### config.mk
export PLATFORM = sky130hd
export DESIGN_NAME = clock_reset_control
export DESIGN_NICKNAME = d
export VERILOG_FILES = /design/src/inc/crc_pkg.sv /design/src/logic/watchdog_timer.sv /design/src/logic/pin_reset_filter.sv /design/src/logic/clock_reset_control.sv
export SDC_FILE = /design/constraint.sdc
export NUM_CORES = 1
export LEC_CHECK = 0
export BUFFER_PORTS_ARGS = -buffer_cell sky130_fd_sc_hd__buf_2
export CORE_MARGIN = 2
export CORE_UTILIZATION = 50
export CTS_CLUSTER_DIAMETER = 50
export DETAILED_ROUTE_END_ITERATION = 10
export GPL_TIMING_DRIVEN = 1
export HOLD_SLACK_MARGIN = 0.1
export PLACE_DENSITY_LB_ADDON = 0.12
export SLEW_MARGIN = 20
export SYNTH_ARGS = -nofsm -noshare
export SYNTH_HDL_FRONTEND = slang
export SYNTH_SLANG_ARGS = --single-unit
### constraint.sdc
create_clock -name clk -period 2.4 [get_ports clk]
set_input_delay 0.48 -clock clk [delete_from_list [all_inputs] [get_ports clk]]
set_output_delay 0.48 -clock clk [all_outputs]
set_load 0.005 [all_outputs]
### src/inc/crc_pkg.sv
// constants shared by the clock and reset control block
package crc_pkg;
   // time base figures
   localparam int CLK_HZ = 25000000;
   localparam int SLOW_RC_HZ = 41000;
   localparam int SLOW_RC_DIV = CLK_HZ / SLOW_RC_HZ;
   localparam int WATCHDOG_MAX_MS = 400;
   localparam int WATCHDOG_MAX_TICKS = WATCHDOG_MAX_MS * SLOW_RC_HZ / 1000;
   localparam int PIN_MIN_TICKS = 2;
   localparam int DIV_APPLY_CYCLES = 16;
   // register indices, byte address is four times the index
   localparam logic [13:0] IDX_TIMING = 14'h0094;
   localparam logic [13:0] IDX_SOFT_CMD = 14'h0097;
   localparam logic [13:0] IDX_CLOCK = 14'h00D8;
   localparam logic [13:0] IDX_VRESET = 14'h00E3;
   localparam logic [13:0] IDX_VDETECT = 14'h00E4;
   localparam logic [13:0] IDX_TRIM = 14'h00F6;
   localparam logic [13:0] IDX_MISC_B = 14'h00F7;
   localparam logic [13:0] IDX_STROBE = 14'h00F8;
   localparam logic [13:0] IDX_CFG_LOW = 14'h3FFD;
   localparam logic [13:0] IDX_CFG_HIGH = 14'h3FFF;
   // reset values, masks and the soft reset key
   localparam logic [7:0] RST_TIMING = 8'h00;
   localparam logic [7:0] RST_CLOCK = 8'h23;
   localparam logic [7:0] RST_VRESET = 8'h00;
   localparam logic [7:0] RST_VDETECT = 8'h00;
   localparam logic [7:0] RST_MISC_B = 8'h06;
   localparam logic [7:0] RST_STROBE = 8'h0C;
   localparam logic [7:0] VRESET_MASK = 8'h3F;
   localparam logic [7:0] TRIM_MASK = 8'h7F;
   localparam logic [7:0] SOFT_RESET_KEY = 8'h56;
   // clock control bits
   localparam int CK_SLOW_TYPE = 7;
   localparam int CK_FAST_TYPE = 6;
   localparam int CK_SLOW_STOP = 5;
   localparam int CK_PERIPH_STOP = 4;
   localparam int CK_FAST_STOP = 3;
   localparam int CK_FAST_SEL = 2;
   localparam int CK_DIV_HI = 1;
   // watchdog and reset fields
   localparam int WD_CTL_HI = 7;
   localparam int WD_CTL_LO = 6;
   localparam int PWR_SAVE = 5;
   localparam int WD_PER_HI = 5;
   localparam int WD_PER_LO = 4;
   localparam int WD_CLEAR = 7;
   localparam int PON_OFF = 5;
   localparam int VR_OFF = 4;
   localparam int LEVEL_HI = 3;
   localparam int VD_POL = 7;
   localparam int VD_OUT = 6;
   localparam int VD_HYST = 5;
   localparam int VD_OFF = 4;
   localparam int CFG_PIN_EN = 6;
   localparam int TRIM_HI = 6;
   localparam logic [1:0] WD_ALWAYS = 2'h3;
   localparam logic [1:0] WD_RUN_ONLY = 2'h2;
endpackage

### src/logic/watchdog_timer.sv
// watchdog counter on the slow rc tick with selectable overflow period
`timescale 1ns/100ps
`default_nettype none
module watchdog_timer #(
   parameter int CW = 15,
   parameter logic [CW-1:0] TOP = 15'h4010
) (
   input wire logic clk,
   input wire logic rstn,
   input wire logic tick,
   input wire logic run,
   input wire logic clear,
   input wire logic [1:0] periodSel,
   output logic overflow
);
   logic [CW-1:0] count_q; // elapsed slow ticks
   logic [CW-1:0] limit; // ticks per period

   // each period code halves the interval: 400, 200, 100, 50 ms
   assign limit = TOP >> periodSel;

   // count ticks, clear on request or chip reset
   always_ff @(posedge clk or negedge rstn) begin
      if (!rstn) begin
         count_q <= '0;
         overflow <= 1'b0;
      end else begin
         overflow <= 1'b0;
         if (clear) begin
            count_q <= '0;
         end else if (run && tick) begin
            if (count_q >= limit - 1'b1) begin
               count_q <= '0;
               overflow <= 1'b1;
            end else begin
               count_q <= count_q + 1'b1;
            end
         end
      end
   end
endmodule
`default_nettype wire

### src/logic/pin_reset_filter.sv
// glitch filter for the active low reset pin
`timescale 1ns/100ps
`default_nettype none
module pin_reset_filter #(
   parameter int MIN_TICKS = 2
) (
   input wire logic clk,
   input wire logic rstn,
   input wire logic tick,
   input wire logic pinResetN,
   output logic held
);
   localparam int W = $clog2(MIN_TICKS + 1);
   logic [W-1:0] count_q; // slow ticks seen while low

   // the first tick may cut a period short, so one extra tick is demanded
   always_ff @(posedge clk or negedge rstn) begin
      if (!rstn) begin
         count_q <= '0;
         held <= 1'b0;
      end else if (pinResetN) begin
         count_q <= '0; // any high level restarts the measurement
         held <= 1'b0;
      end else if (tick && !held) begin
         if (count_q == W'(MIN_TICKS)) begin
            held <= 1'b1;
         end else begin
            count_q <= count_q + 1'b1;
         end
      end
   end
endmodule
`default_nettype wire

### src/logic/clock_reset_control.sv
// clock selection, prescaler, trim and reset control behind an apb slave
`timescale 1ns/100ps
`default_nettype none
module clock_reset_control
   import crc_pkg::*;
#(
   parameter int SLOW_DIV = SLOW_RC_DIV,
   parameter int WD_TICKS = WATCHDOG_MAX_TICKS
) (
   input wire logic clk,
   input wire logic rstn,
   input wire logic psel,
   input wire logic penable,
   input wire logic pwrite,
   input wire logic [15:0] paddr,
   input wire logic [31:0] pwdata,
   input wire logic [3:0] pstrb,
   output logic [31:0] prdata_q,
   output logic pready_q,
   output logic pslverr_q,
   input wire logic cpuIdle,
   input wire logic cpuPowerDown,
   input wire logic lvDetectOutput,
   input wire logic lvResetTrip,
   input wire logic powerOnTrip,
   input wire logic pinResetN,
   input wire logic [7:0] cfgWordLow,
   input wire logic [7:0] cfgWordHigh,
   output logic chipReset_q,
   output logic sysclkFastSel_q,
   output logic fastSrcType_q,
   output logic slowSrcType_q,
   output logic fastOscStop_q,
   output logic slowOscStop_q,
   output logic periphClkGate_q,
   output logic [1:0] sysclkDivider_q,
   output logic [6:0] fastRcTrim_q,
   output logic lvResetEn_q,
   output logic [3:0] lvResetLevel_q,
   output logic powerOnEn_q,
   output logic lvDetectEn_q,
   output logic [3:0] lvDetectLevel_q,
   output logic lvDetectHyst_q,
   output logic lvDetectFlag_q
);
   localparam int DIVW = $clog2(SLOW_DIV);

   logic [13:0] idx; // word index of the access
   logic wrEn; // write accepted at this edge
   logic mapped; // index decodes to a register
   logic [7:0] rdMux; // read data before the flop
   logic [7:0] wByte; // written byte lane 0
   logic [7:0] timing_q; // watchdog period and others
   logic [7:0] clock_q; // clock control
   logic [7:0] clockNext; // clock control after guards
   logic [7:0] vreset_q; // voltage reset control
   logic [7:0] vdetect_q; // voltage detect control, bit 6 unused
   logic [7:0] miscB_q; // watchdog control and power save
   logic [7:0] strobe_q; // watchdog clear and other strobes
   logic [6:0] trim_q; // fast rc trim
   logic [7:0] cfgLow_q; // flash word, caught after reset
   logic [7:0] cfgHigh_q; // flash word, caught after reset
   logic cfgDone_q; // flash words caught
   logic [DIVW-1:0] slowCnt_q; // slow rc tick divider
   logic slowTick; // one cycle per slow rc period
   logic [3:0] applyCnt_q; // prescaler apply interval
   logic asleep; // idle, halt or stop
   logic wdArm; // watchdog may reset the chip
   logic wdOvf; // watchdog overflow pulse
   logic pinHeld; // filtered pin reset level
   logic softHit; // soft reset command written

   // simple decode of the word index and write strobe
   function automatic logic hitW(input logic [13:0] i);
      return wrEn && idx == i;
   endfunction

   assign idx = paddr[15:2];
   assign wByte = pwdata[7:0];
   assign wrEn = psel && penable && pready_q && pwrite && pstrb[0];
   assign asleep = cpuIdle || cpuPowerDown;
   assign softHit = hitW(IDX_SOFT_CMD) && wByte == SOFT_RESET_KEY;
   assign wdArm = miscB_q[WD_CTL_HI:WD_CTL_LO] == WD_ALWAYS ||
      (miscB_q[WD_CTL_HI:WD_CTL_LO] == WD_RUN_ONLY && !asleep);

   // read multiplexer; write-only and reserved bits read zero
   always_comb begin
      mapped = 1'b1;
      rdMux = 8'h00;
      case (idx)
         IDX_TIMING: rdMux = timing_q;
         IDX_SOFT_CMD: rdMux = 8'h00;
         IDX_CLOCK: rdMux = clock_q;
         IDX_VRESET: rdMux = vreset_q & VRESET_MASK;
         IDX_VDETECT: begin
            rdMux = vdetect_q;
            rdMux[VD_OUT] = lvDetectOutput;
         end
         IDX_TRIM: rdMux = {1'b0, trim_q};
         IDX_MISC_B: rdMux = miscB_q;
         IDX_STROBE: rdMux = strobe_q;
         IDX_CFG_LOW: rdMux = cfgLow_q;
         IDX_CFG_HIGH: rdMux = cfgHigh_q;
         default: mapped = 1'b0;
      endcase
   end

   // apb answer: one access cycle, read data and error caught at setup
   always_ff @(posedge clk or negedge rstn) begin
      if (!rstn) begin
         pready_q <= 1'b0;
         prdata_q <= 32'h0000_0000;
         pslverr_q <= 1'b0;
      end else begin
         pready_q <= psel && !penable;
         if (psel && !penable) begin
            prdata_q <= {24'h00_0000, rdMux};
            pslverr_q <= !mapped;
         end else begin
            pslverr_q <= 1'b0;
         end
      end
   end

   // flash words are caught once after release, never under reset
   always_ff @(posedge clk or negedge rstn) begin
      if (!rstn) begin
         cfgDone_q <= 1'b0;
         cfgLow_q <= 8'h00;
         cfgHigh_q <= 8'h00;
      end else if (!cfgDone_q) begin
         cfgDone_q <= 1'b1;
         cfgLow_q <= cfgWordLow;
         cfgHigh_q <= cfgWordHigh;
      end
   end

   // guards on the clock control write; refused bits keep their value
   always_comb begin
      clockNext = wByte;
      if (!clock_q[CK_FAST_SEL]) begin
         clockNext[CK_SLOW_TYPE] = clock_q[CK_SLOW_TYPE];
      end else begin
         clockNext[CK_FAST_TYPE] = clock_q[CK_FAST_TYPE];
         clockNext[CK_FAST_STOP] = clock_q[CK_FAST_STOP];
      end
      if (clock_q[CK_FAST_STOP]) begin
         clockNext[CK_FAST_SEL] = clock_q[CK_FAST_SEL];
      end
   end

   // clock control register; reset selects the slow rc, divide by one
   always_ff @(posedge clk or negedge rstn) begin
      if (!rstn) begin
         clock_q <= RST_CLOCK;
      end else if (chipReset_q) begin
         clock_q <= RST_CLOCK;
      end else if (hitW(IDX_CLOCK)) begin
         clock_q <= clockNext;
      end
   end

   // plain read/write registers, restored by every reset source
   always_ff @(posedge clk or negedge rstn) begin
      if (!rstn) begin
         timing_q <= RST_TIMING;
         vreset_q <= RST_VRESET;
         vdetect_q <= RST_VDETECT;
         miscB_q <= RST_MISC_B;
      end else if (chipReset_q) begin
         timing_q <= RST_TIMING;
         vreset_q <= RST_VRESET;
         vdetect_q <= RST_VDETECT;
         miscB_q <= RST_MISC_B;
      end else begin
         if (hitW(IDX_TIMING)) begin
            timing_q <= wByte;
         end
         if (hitW(IDX_VRESET)) begin
            vreset_q <= wByte & VRESET_MASK;
         end
         if (hitW(IDX_VDETECT)) begin
            vdetect_q <= wByte;
         end
         if (hitW(IDX_MISC_B)) begin
            miscB_q <= wByte;
         end
      end
   end

   // strobe register: the clear bit lives one cycle, a new write wins
   always_ff @(posedge clk or negedge rstn) begin
      if (!rstn) begin
         strobe_q <= RST_STROBE;
      end else if (chipReset_q) begin
         strobe_q <= RST_STROBE;
      end else if (hitW(IDX_STROBE)) begin
         strobe_q <= wByte;
      end else begin
         strobe_q[WD_CLEAR] <= 1'b0;
      end
   end

   // trim reloads the factory value from flash after any reset
   always_ff @(posedge clk or negedge rstn) begin
      if (!rstn) begin
         trim_q <= 7'h00;
      end else if (!cfgDone_q) begin
         trim_q <= cfgWordLow[TRIM_HI:0];
      end else if (chipReset_q) begin
         trim_q <= cfgLow_q[TRIM_HI:0];
      end else if (hitW(IDX_TRIM)) begin
         trim_q <= wByte[TRIM_HI:0];
      end
   end

   // slow rc time base as an enable pulse from the single clock
   always_ff @(posedge clk or negedge rstn) begin
      if (!rstn) begin
         slowCnt_q <= '0;
      end else if (slowCnt_q == DIVW'(SLOW_DIV - 1)) begin
         slowCnt_q <= '0;
      end else begin
         slowCnt_q <= slowCnt_q + 1'b1;
      end
   end
   assign slowTick = slowCnt_q == DIVW'(SLOW_DIV - 1);

   watchdog_timer #(
      .CW($clog2(WD_TICKS + 1)),
      .TOP(($clog2(WD_TICKS + 1))'(WD_TICKS))
   ) u_watchdog (
      .clk(clk),
      .rstn(rstn),
      .tick(slowTick),
      .run(wdArm),
      .clear(strobe_q[WD_CLEAR] || chipReset_q),
      .periodSel(timing_q[WD_PER_HI:WD_PER_LO]),
      .overflow(wdOvf)
   );

   pin_reset_filter #(
      .MIN_TICKS(PIN_MIN_TICKS)
   ) u_pin_filter (
      .clk(clk),
      .rstn(rstn),
      .tick(slowTick),
      .pinResetN(pinResetN),
      .held(pinHeld)
   );

   // chip reset: any enabled source; pin and trip levels hold it
   always_ff @(posedge clk or negedge rstn) begin
      if (!rstn) begin
         chipReset_q <= 1'b0;
      end else begin
         chipReset_q <= softHit
            || (wdOvf && wdArm)
            || (lvResetTrip && lvResetEn_q)
            || (powerOnTrip && powerOnEn_q)
            || (pinHeld && cfgHigh_q[CFG_PIN_EN]);
      end
   end

   // prescaler setting is taken at the end of each 16 cycle interval
   always_ff @(posedge clk or negedge rstn) begin
      if (!rstn) begin
         applyCnt_q <= 4'h0;
         sysclkDivider_q <= RST_CLOCK[CK_DIV_HI:0];
      end else begin
         applyCnt_q <= applyCnt_q + 1'b1;
         if (applyCnt_q == 4'(DIV_APPLY_CYCLES - 1)) begin
            sysclkDivider_q <= clock_q[CK_DIV_HI:0];
         end
      end
   end

   // registered control outputs toward oscillators and analog blocks
   always_ff @(posedge clk or negedge rstn) begin
      if (!rstn) begin
         sysclkFastSel_q <= 1'b0;
         fastSrcType_q <= 1'b0;
         slowSrcType_q <= 1'b0;
         fastOscStop_q <= 1'b0;
         slowOscStop_q <= 1'b0;
         periphClkGate_q <= 1'b0;
         fastRcTrim_q <= 7'h00;
         lvResetEn_q <= 1'b0;
         lvResetLevel_q <= 4'h0;
         powerOnEn_q <= 1'b1;
         lvDetectEn_q <= 1'b0;
         lvDetectLevel_q <= 4'h0;
         lvDetectHyst_q <= 1'b0;
         lvDetectFlag_q <= 1'b0;
      end else begin
         sysclkFastSel_q <= clock_q[CK_FAST_SEL];
         fastSrcType_q <= clock_q[CK_FAST_TYPE];
         slowSrcType_q <= clock_q[CK_SLOW_TYPE];
         // the fast oscillator only stops while the slow clock runs the chip
         fastOscStop_q <= clock_q[CK_FAST_STOP] && !clock_q[CK_FAST_SEL];
         slowOscStop_q <= clock_q[CK_SLOW_STOP] && cpuPowerDown;
         periphClkGate_q <= clock_q[CK_PERIPH_STOP] && cpuIdle;
         fastRcTrim_q <= trim_q;
         lvResetEn_q <= !vreset_q[VR_OFF] && !(miscB_q[PWR_SAVE] && asleep);
         lvResetLevel_q <= vreset_q[LEVEL_HI:0];
         powerOnEn_q <= !vreset_q[PON_OFF];
         lvDetectEn_q <= !vdetect_q[VD_OFF] && !asleep;
         lvDetectLevel_q <= vdetect_q[LEVEL_HI:0];
         lvDetectHyst_q <= vdetect_q[VD_HYST];
         lvDetectFlag_q <= !vdetect_q[VD_OFF] && !asleep &&
            (lvDetectOutput ^ vdetect_q[VD_POL]);
      end
   end
endmodule
`default_nettype wire

==> metrics.md <==
| Metric | Value |
|---|---|
| Met2 Track Usage GR | `43.5%` |
| 1st-pass router iterations | `7` |
| Max Root-Sink Buffers | `2` |
| Final nets | `916` |
| Reg2reg start | `slowCnt_q[4]$_DFF_PN0_` |
| Worst path slowest cell | `or4_4` |
| F_max | `0.418 GHz` |
| Final Cycle Share | `99.7%` |
| Ys flop type | `dfrtp_1` |
| Met1 usage | `36.6%` |
| H-tree depth | `4` |
| First-pass GRT wire length | `30.2 mm` |
| Final ANT Viol Nets | `0` |
| Lkg Pwr | `3.76 nW` |
| Vias post-DR | `5828` |
| Non-Filler Instances | `1011` |
| Status | `complete, no violations` |
| Max Cap Viol | `0` |
| Asr flop ratio synth | `100%` |
| CTS tree | `done` |
| Final WL | `19.9 mm` |
| Design area | `8650 um2` |
| Hold/Removal Path Class | `in2reg` |
| GRT overflow | `0` |
| N_diodes | `0` |
| CTS root buf | `clkbuf_16` |
| Grt peak-use layer | `met2` |
| Initial core utilization | `51.1%` |
| IO Count | `142` |
| Pwr Density | `617 nW/um2` |
| Register area | `3540 um2` |
| FF-to-FF path depth | `6` |
| Crit-path max cell delay | `0.52 ns` |
| Placer Congestion | `0.990` |
| Hold path endpoint | `u_pin_filter.count_q[1]$_DFFE_PN0P_` |
| Drt drc | `0` |
| CP arrival | `2.72 ns` |
| Setup Skew | `0.00809 ns` |
| Clock Latency Late Sink | `0.43 ns` |
| Vias/cell | `5.76` |
| Area Overhead vs Synth | `22.4%` |
| Yosys warnings | `0` |
| Clock buffer count from CTS | `17` |
| Crit path kind | `reg2reg` |
| Critical path fanouts, max | `17` |
| Post-Syn Area | `7070 um2` |
| Critical path cell sequence | `or3_4 > or4_4 > o21a_4 > buf_12 > or3_1 > a211oi_1` |
| Total die area | `15100 um2` |
| Vias in the first global route | `5520` |
| DP Area | `8000 um2` |
| Number of enable flip-flop cells after synthesis | `0` |
| Hold Startpoint | `pinResetN` |
| Fill count | `1134` |
| Hold path depth | `2` |
| Met3 Use GR | `6.51%` |
| Crit path time final | `2.39 ns` |
| Clock sink count | `141` |
| Final setup viols | `0` |
| Slew HR | `50.6%` |
| Critical Path RT | `2.73 ns` |
| Layout cell share with drive strength beyond 1 | `27.7%` |
| Initial antenna violation count | `0` |
| Measured slew at the worst slew-check pin | `0.734 ns` |
| Area of the multi-input gates | `3350 um2` |
| Total GRT Usage | `27.1%` |
| Register area share after synthesis | `50.1%` |
| PortBufs | `88` |
| Final hold vios | `0` |
| Largest net degree at the start of global routing | `53` |
| Clock transition at the registers of the reported paths | `0.06 ns` |
| DR iter-0 viols | `492` |
| Placed Instances | `976` |
| Slew Viols, Final | `0` |
| Reg2Reg Setup Slack | `0.008 ns` |
| Cells after Synth | `677` |
| Netlist cell types | `66` |
| Critical Path End Type | `flop` |
| Core Area | `13800 um2` |
| Worst setup SP type | `flop` |
| Wirelength per Cell | `19.7 um` |
| Row count | `43` |
| Peak VDD IR | `0.000481 V` |
| Average size of a mapped cell | `10.4 um2` |
| Die Height | `123 um` |
| Dpl hpwl | `14.4 mm` |
| Die X | `123 um` |
| RR Endpoint | `u_watchdog.count_q[4]$_DFFE_PN0P_` |
| Flops & latches, synth | `141` |
| RSZ-0062 raised after global routing | `yes` |
==> report_power, final <==
part | internal (mW) | switching, mW
sequential | 2.44 | 0.0451
combinational | 0.137 | 0.222
clock | 1.45 | 1.04
==> cell type report <==
type	count	area share (%)
sequential	141	40.9
multi-input combinational	497	38.7
timing repair buffer	144	10.5
clock buffer	19	5.12
tap	180	2.60
clock inverter	13	1.37
inverter	17	0.738
==> layer usage <==
metal  part of all wire (%)  vias to the layer above
met5                      0                        -
met1                     43                     2882
met2                     49                      221
li1                       -                     2699
met3                    6.4                       26
met4                    1.7                        0
==> Yosys cell counts, types with 8 or more instances <==
library cell	number	area share, %
nand4_1	15	1.3
dfstp_2	10	3.7
and3_1	10	0.89
o31ai_1	8	0.85
xnor2_1	9	1.1
and2_1	8	0.71
clkbuf_1	21	1.1
o21ai_0	29	2.1
a211oi_1	17	1.8
dfrtp_1	131	46
buf_4	24	2.5
a21oi_1	15	1.1
nand3_1	29	2.1
or3_1	9	0.80
nor3_1	9	0.64
inv_1	16	0.85
mux2i_1	51	7.2
ha_1	19	3.4
mux2_2	19	3.0
nand2_1	51	2.7
nor2_1	72	3.8
==> metrics by stage <==
step | setup TNS (ns) | power, mW | worst slack (ns) | utilization [%] | hold slack (ns)
3_3_place_gp | -0.0154 | 2.87 | -0.0154 | 57.8 | 0.398
3_5_place_dp | -0.0363 | 2.88 | -0.0154 | 57.8 | 0.395
5_1_grt | -0.202 | 5.53 | -0.0413 | 62.5 | 0.238
2_1_floorplan | 0 | 2.69 | 0.0652 | - | 0.184
6_report | 0 | 5.34 | 0.00828 | 62.5 | 0.241
4_1_cts | 0 | 5.37 | 0.00831 | 62.0 | 0.240
==> layout by cell type (no fill, tap or decap), types with 5 or more instances in the layout <==
cell type  Yosys  final
a211oi_2       0      5
buf_2          2     87
nand3_1       29     29
nor2_1        72     72
conb_1         2     32
mux2_2        19     19
a32oi_1        5      5
o21ai_0       29     29
clkbuf_16      0     17
nor3_1         9      9
a21oi_1       15     14
inv_1         16     16
nor4_1         6      6
xnor2_1        9      9
o31ai_1        8      7
dfstp_2       10     10
dfrtp_1      131    131
buf_4         24     52
ha_1          19     19
and2_1         8      8
mux2i_1       51     51
a222oi_1       6      6
nand4b_1       5      5
nand4_1       15     15
and3_1        10     10
or4_4          0      5
or3_1          9      8
nand2_1       51     51
a211oi_1      17     12
==> registers in the layout, indices dropped and copies added, names as in the netlist, 2 cells and up <==
| register | flops |
|---|---|
| vdetect_q | 7 |
| lvResetLevel_q | 4 |
| cfgLow_q | 8 |
| clock_q | 8 |
| trim_q | 7 |
| applyCnt_q | 4 |
| strobe_q | 8 |
| cfgHigh_q | 8 |
| lvDetectLevel_q | 4 |
| u_pin_filter.count_q | 2 |
| sysclkDivider_q | 2 |
| prdata_q | 8 |
| fastRcTrim_q | 7 |
| slowCnt_q | 10 |
| timing_q | 8 |
| u_watchdog.count_q | 15 |
| miscB_q | 8 |
| vreset_q | 6 |
==> kinds of logic (layout without fill, tap and decap cells) <==
family                     count (synthesis)  after routing  synth area share (%)
and+or+nand+nor                          253            253                  18.7
DFF                                      141            141                  50.1
AOI/OAI and AO/OA                        111            111                  10.9
muxes                                     70             70                  10.3
buffers and inverters                     69            193                  5.08
adders and majority gates                 19             19                  3.36
xor gates and xnor gates                  12             12                  1.49
other                                      2             32                 0.106
==> worst max-delay path, delay by kind of cell, from the launching register on <==
family | cells | cell delay, ns
AND/OR/NAND/NOR | 3 | 1.27
buffers and inverters | 1 | 0.14
AO/OA/AOI/OAI | 2 | 0.49
flip-flops | 1 | 0.38
==> how the worst max path moves through the flow <==
stage                                 start                                  to  slack [ns]
global route         slowCnt_q[4]$_DFF_PN0_   u_watchdog.count_q[5]$_DFFE_PN0P_       -0.04
CTS                  slowCnt_q[4]$_DFF_PN0_  u_watchdog.count_q[10]$_DFFE_PN0P_       0.008
global placement                  paddr[15]             prdata_q[5]$_DFFE_PN0P_       -0.02
finish               slowCnt_q[4]$_DFF_PN0_   u_watchdog.count_q[4]$_DFFE_PN0P_       0.008
detailed placement   slowCnt_q[4]$_DFF_PN0_  u_watchdog.count_q[10]$_DFFE_PN0P_       -0.02
floorplan           timing_q[4]$_DFFE_PN0P_  u_watchdog.count_q[10]$_DFFE_PN0P_        0.07
==> repair_timing <==
item | 4_1_cts | 5_1_grt
setup buffers | 0 | 1
endpoints found under the setup margin | 5 | 10
gates cloned | 0 | 1
pin swaps | 0 | 8
gates resized for setup | 2 | 16
hold buffers | 1 | 0
endpoints found under the hold margin | 48 | 0
Power figures use the tool's default switching activity.
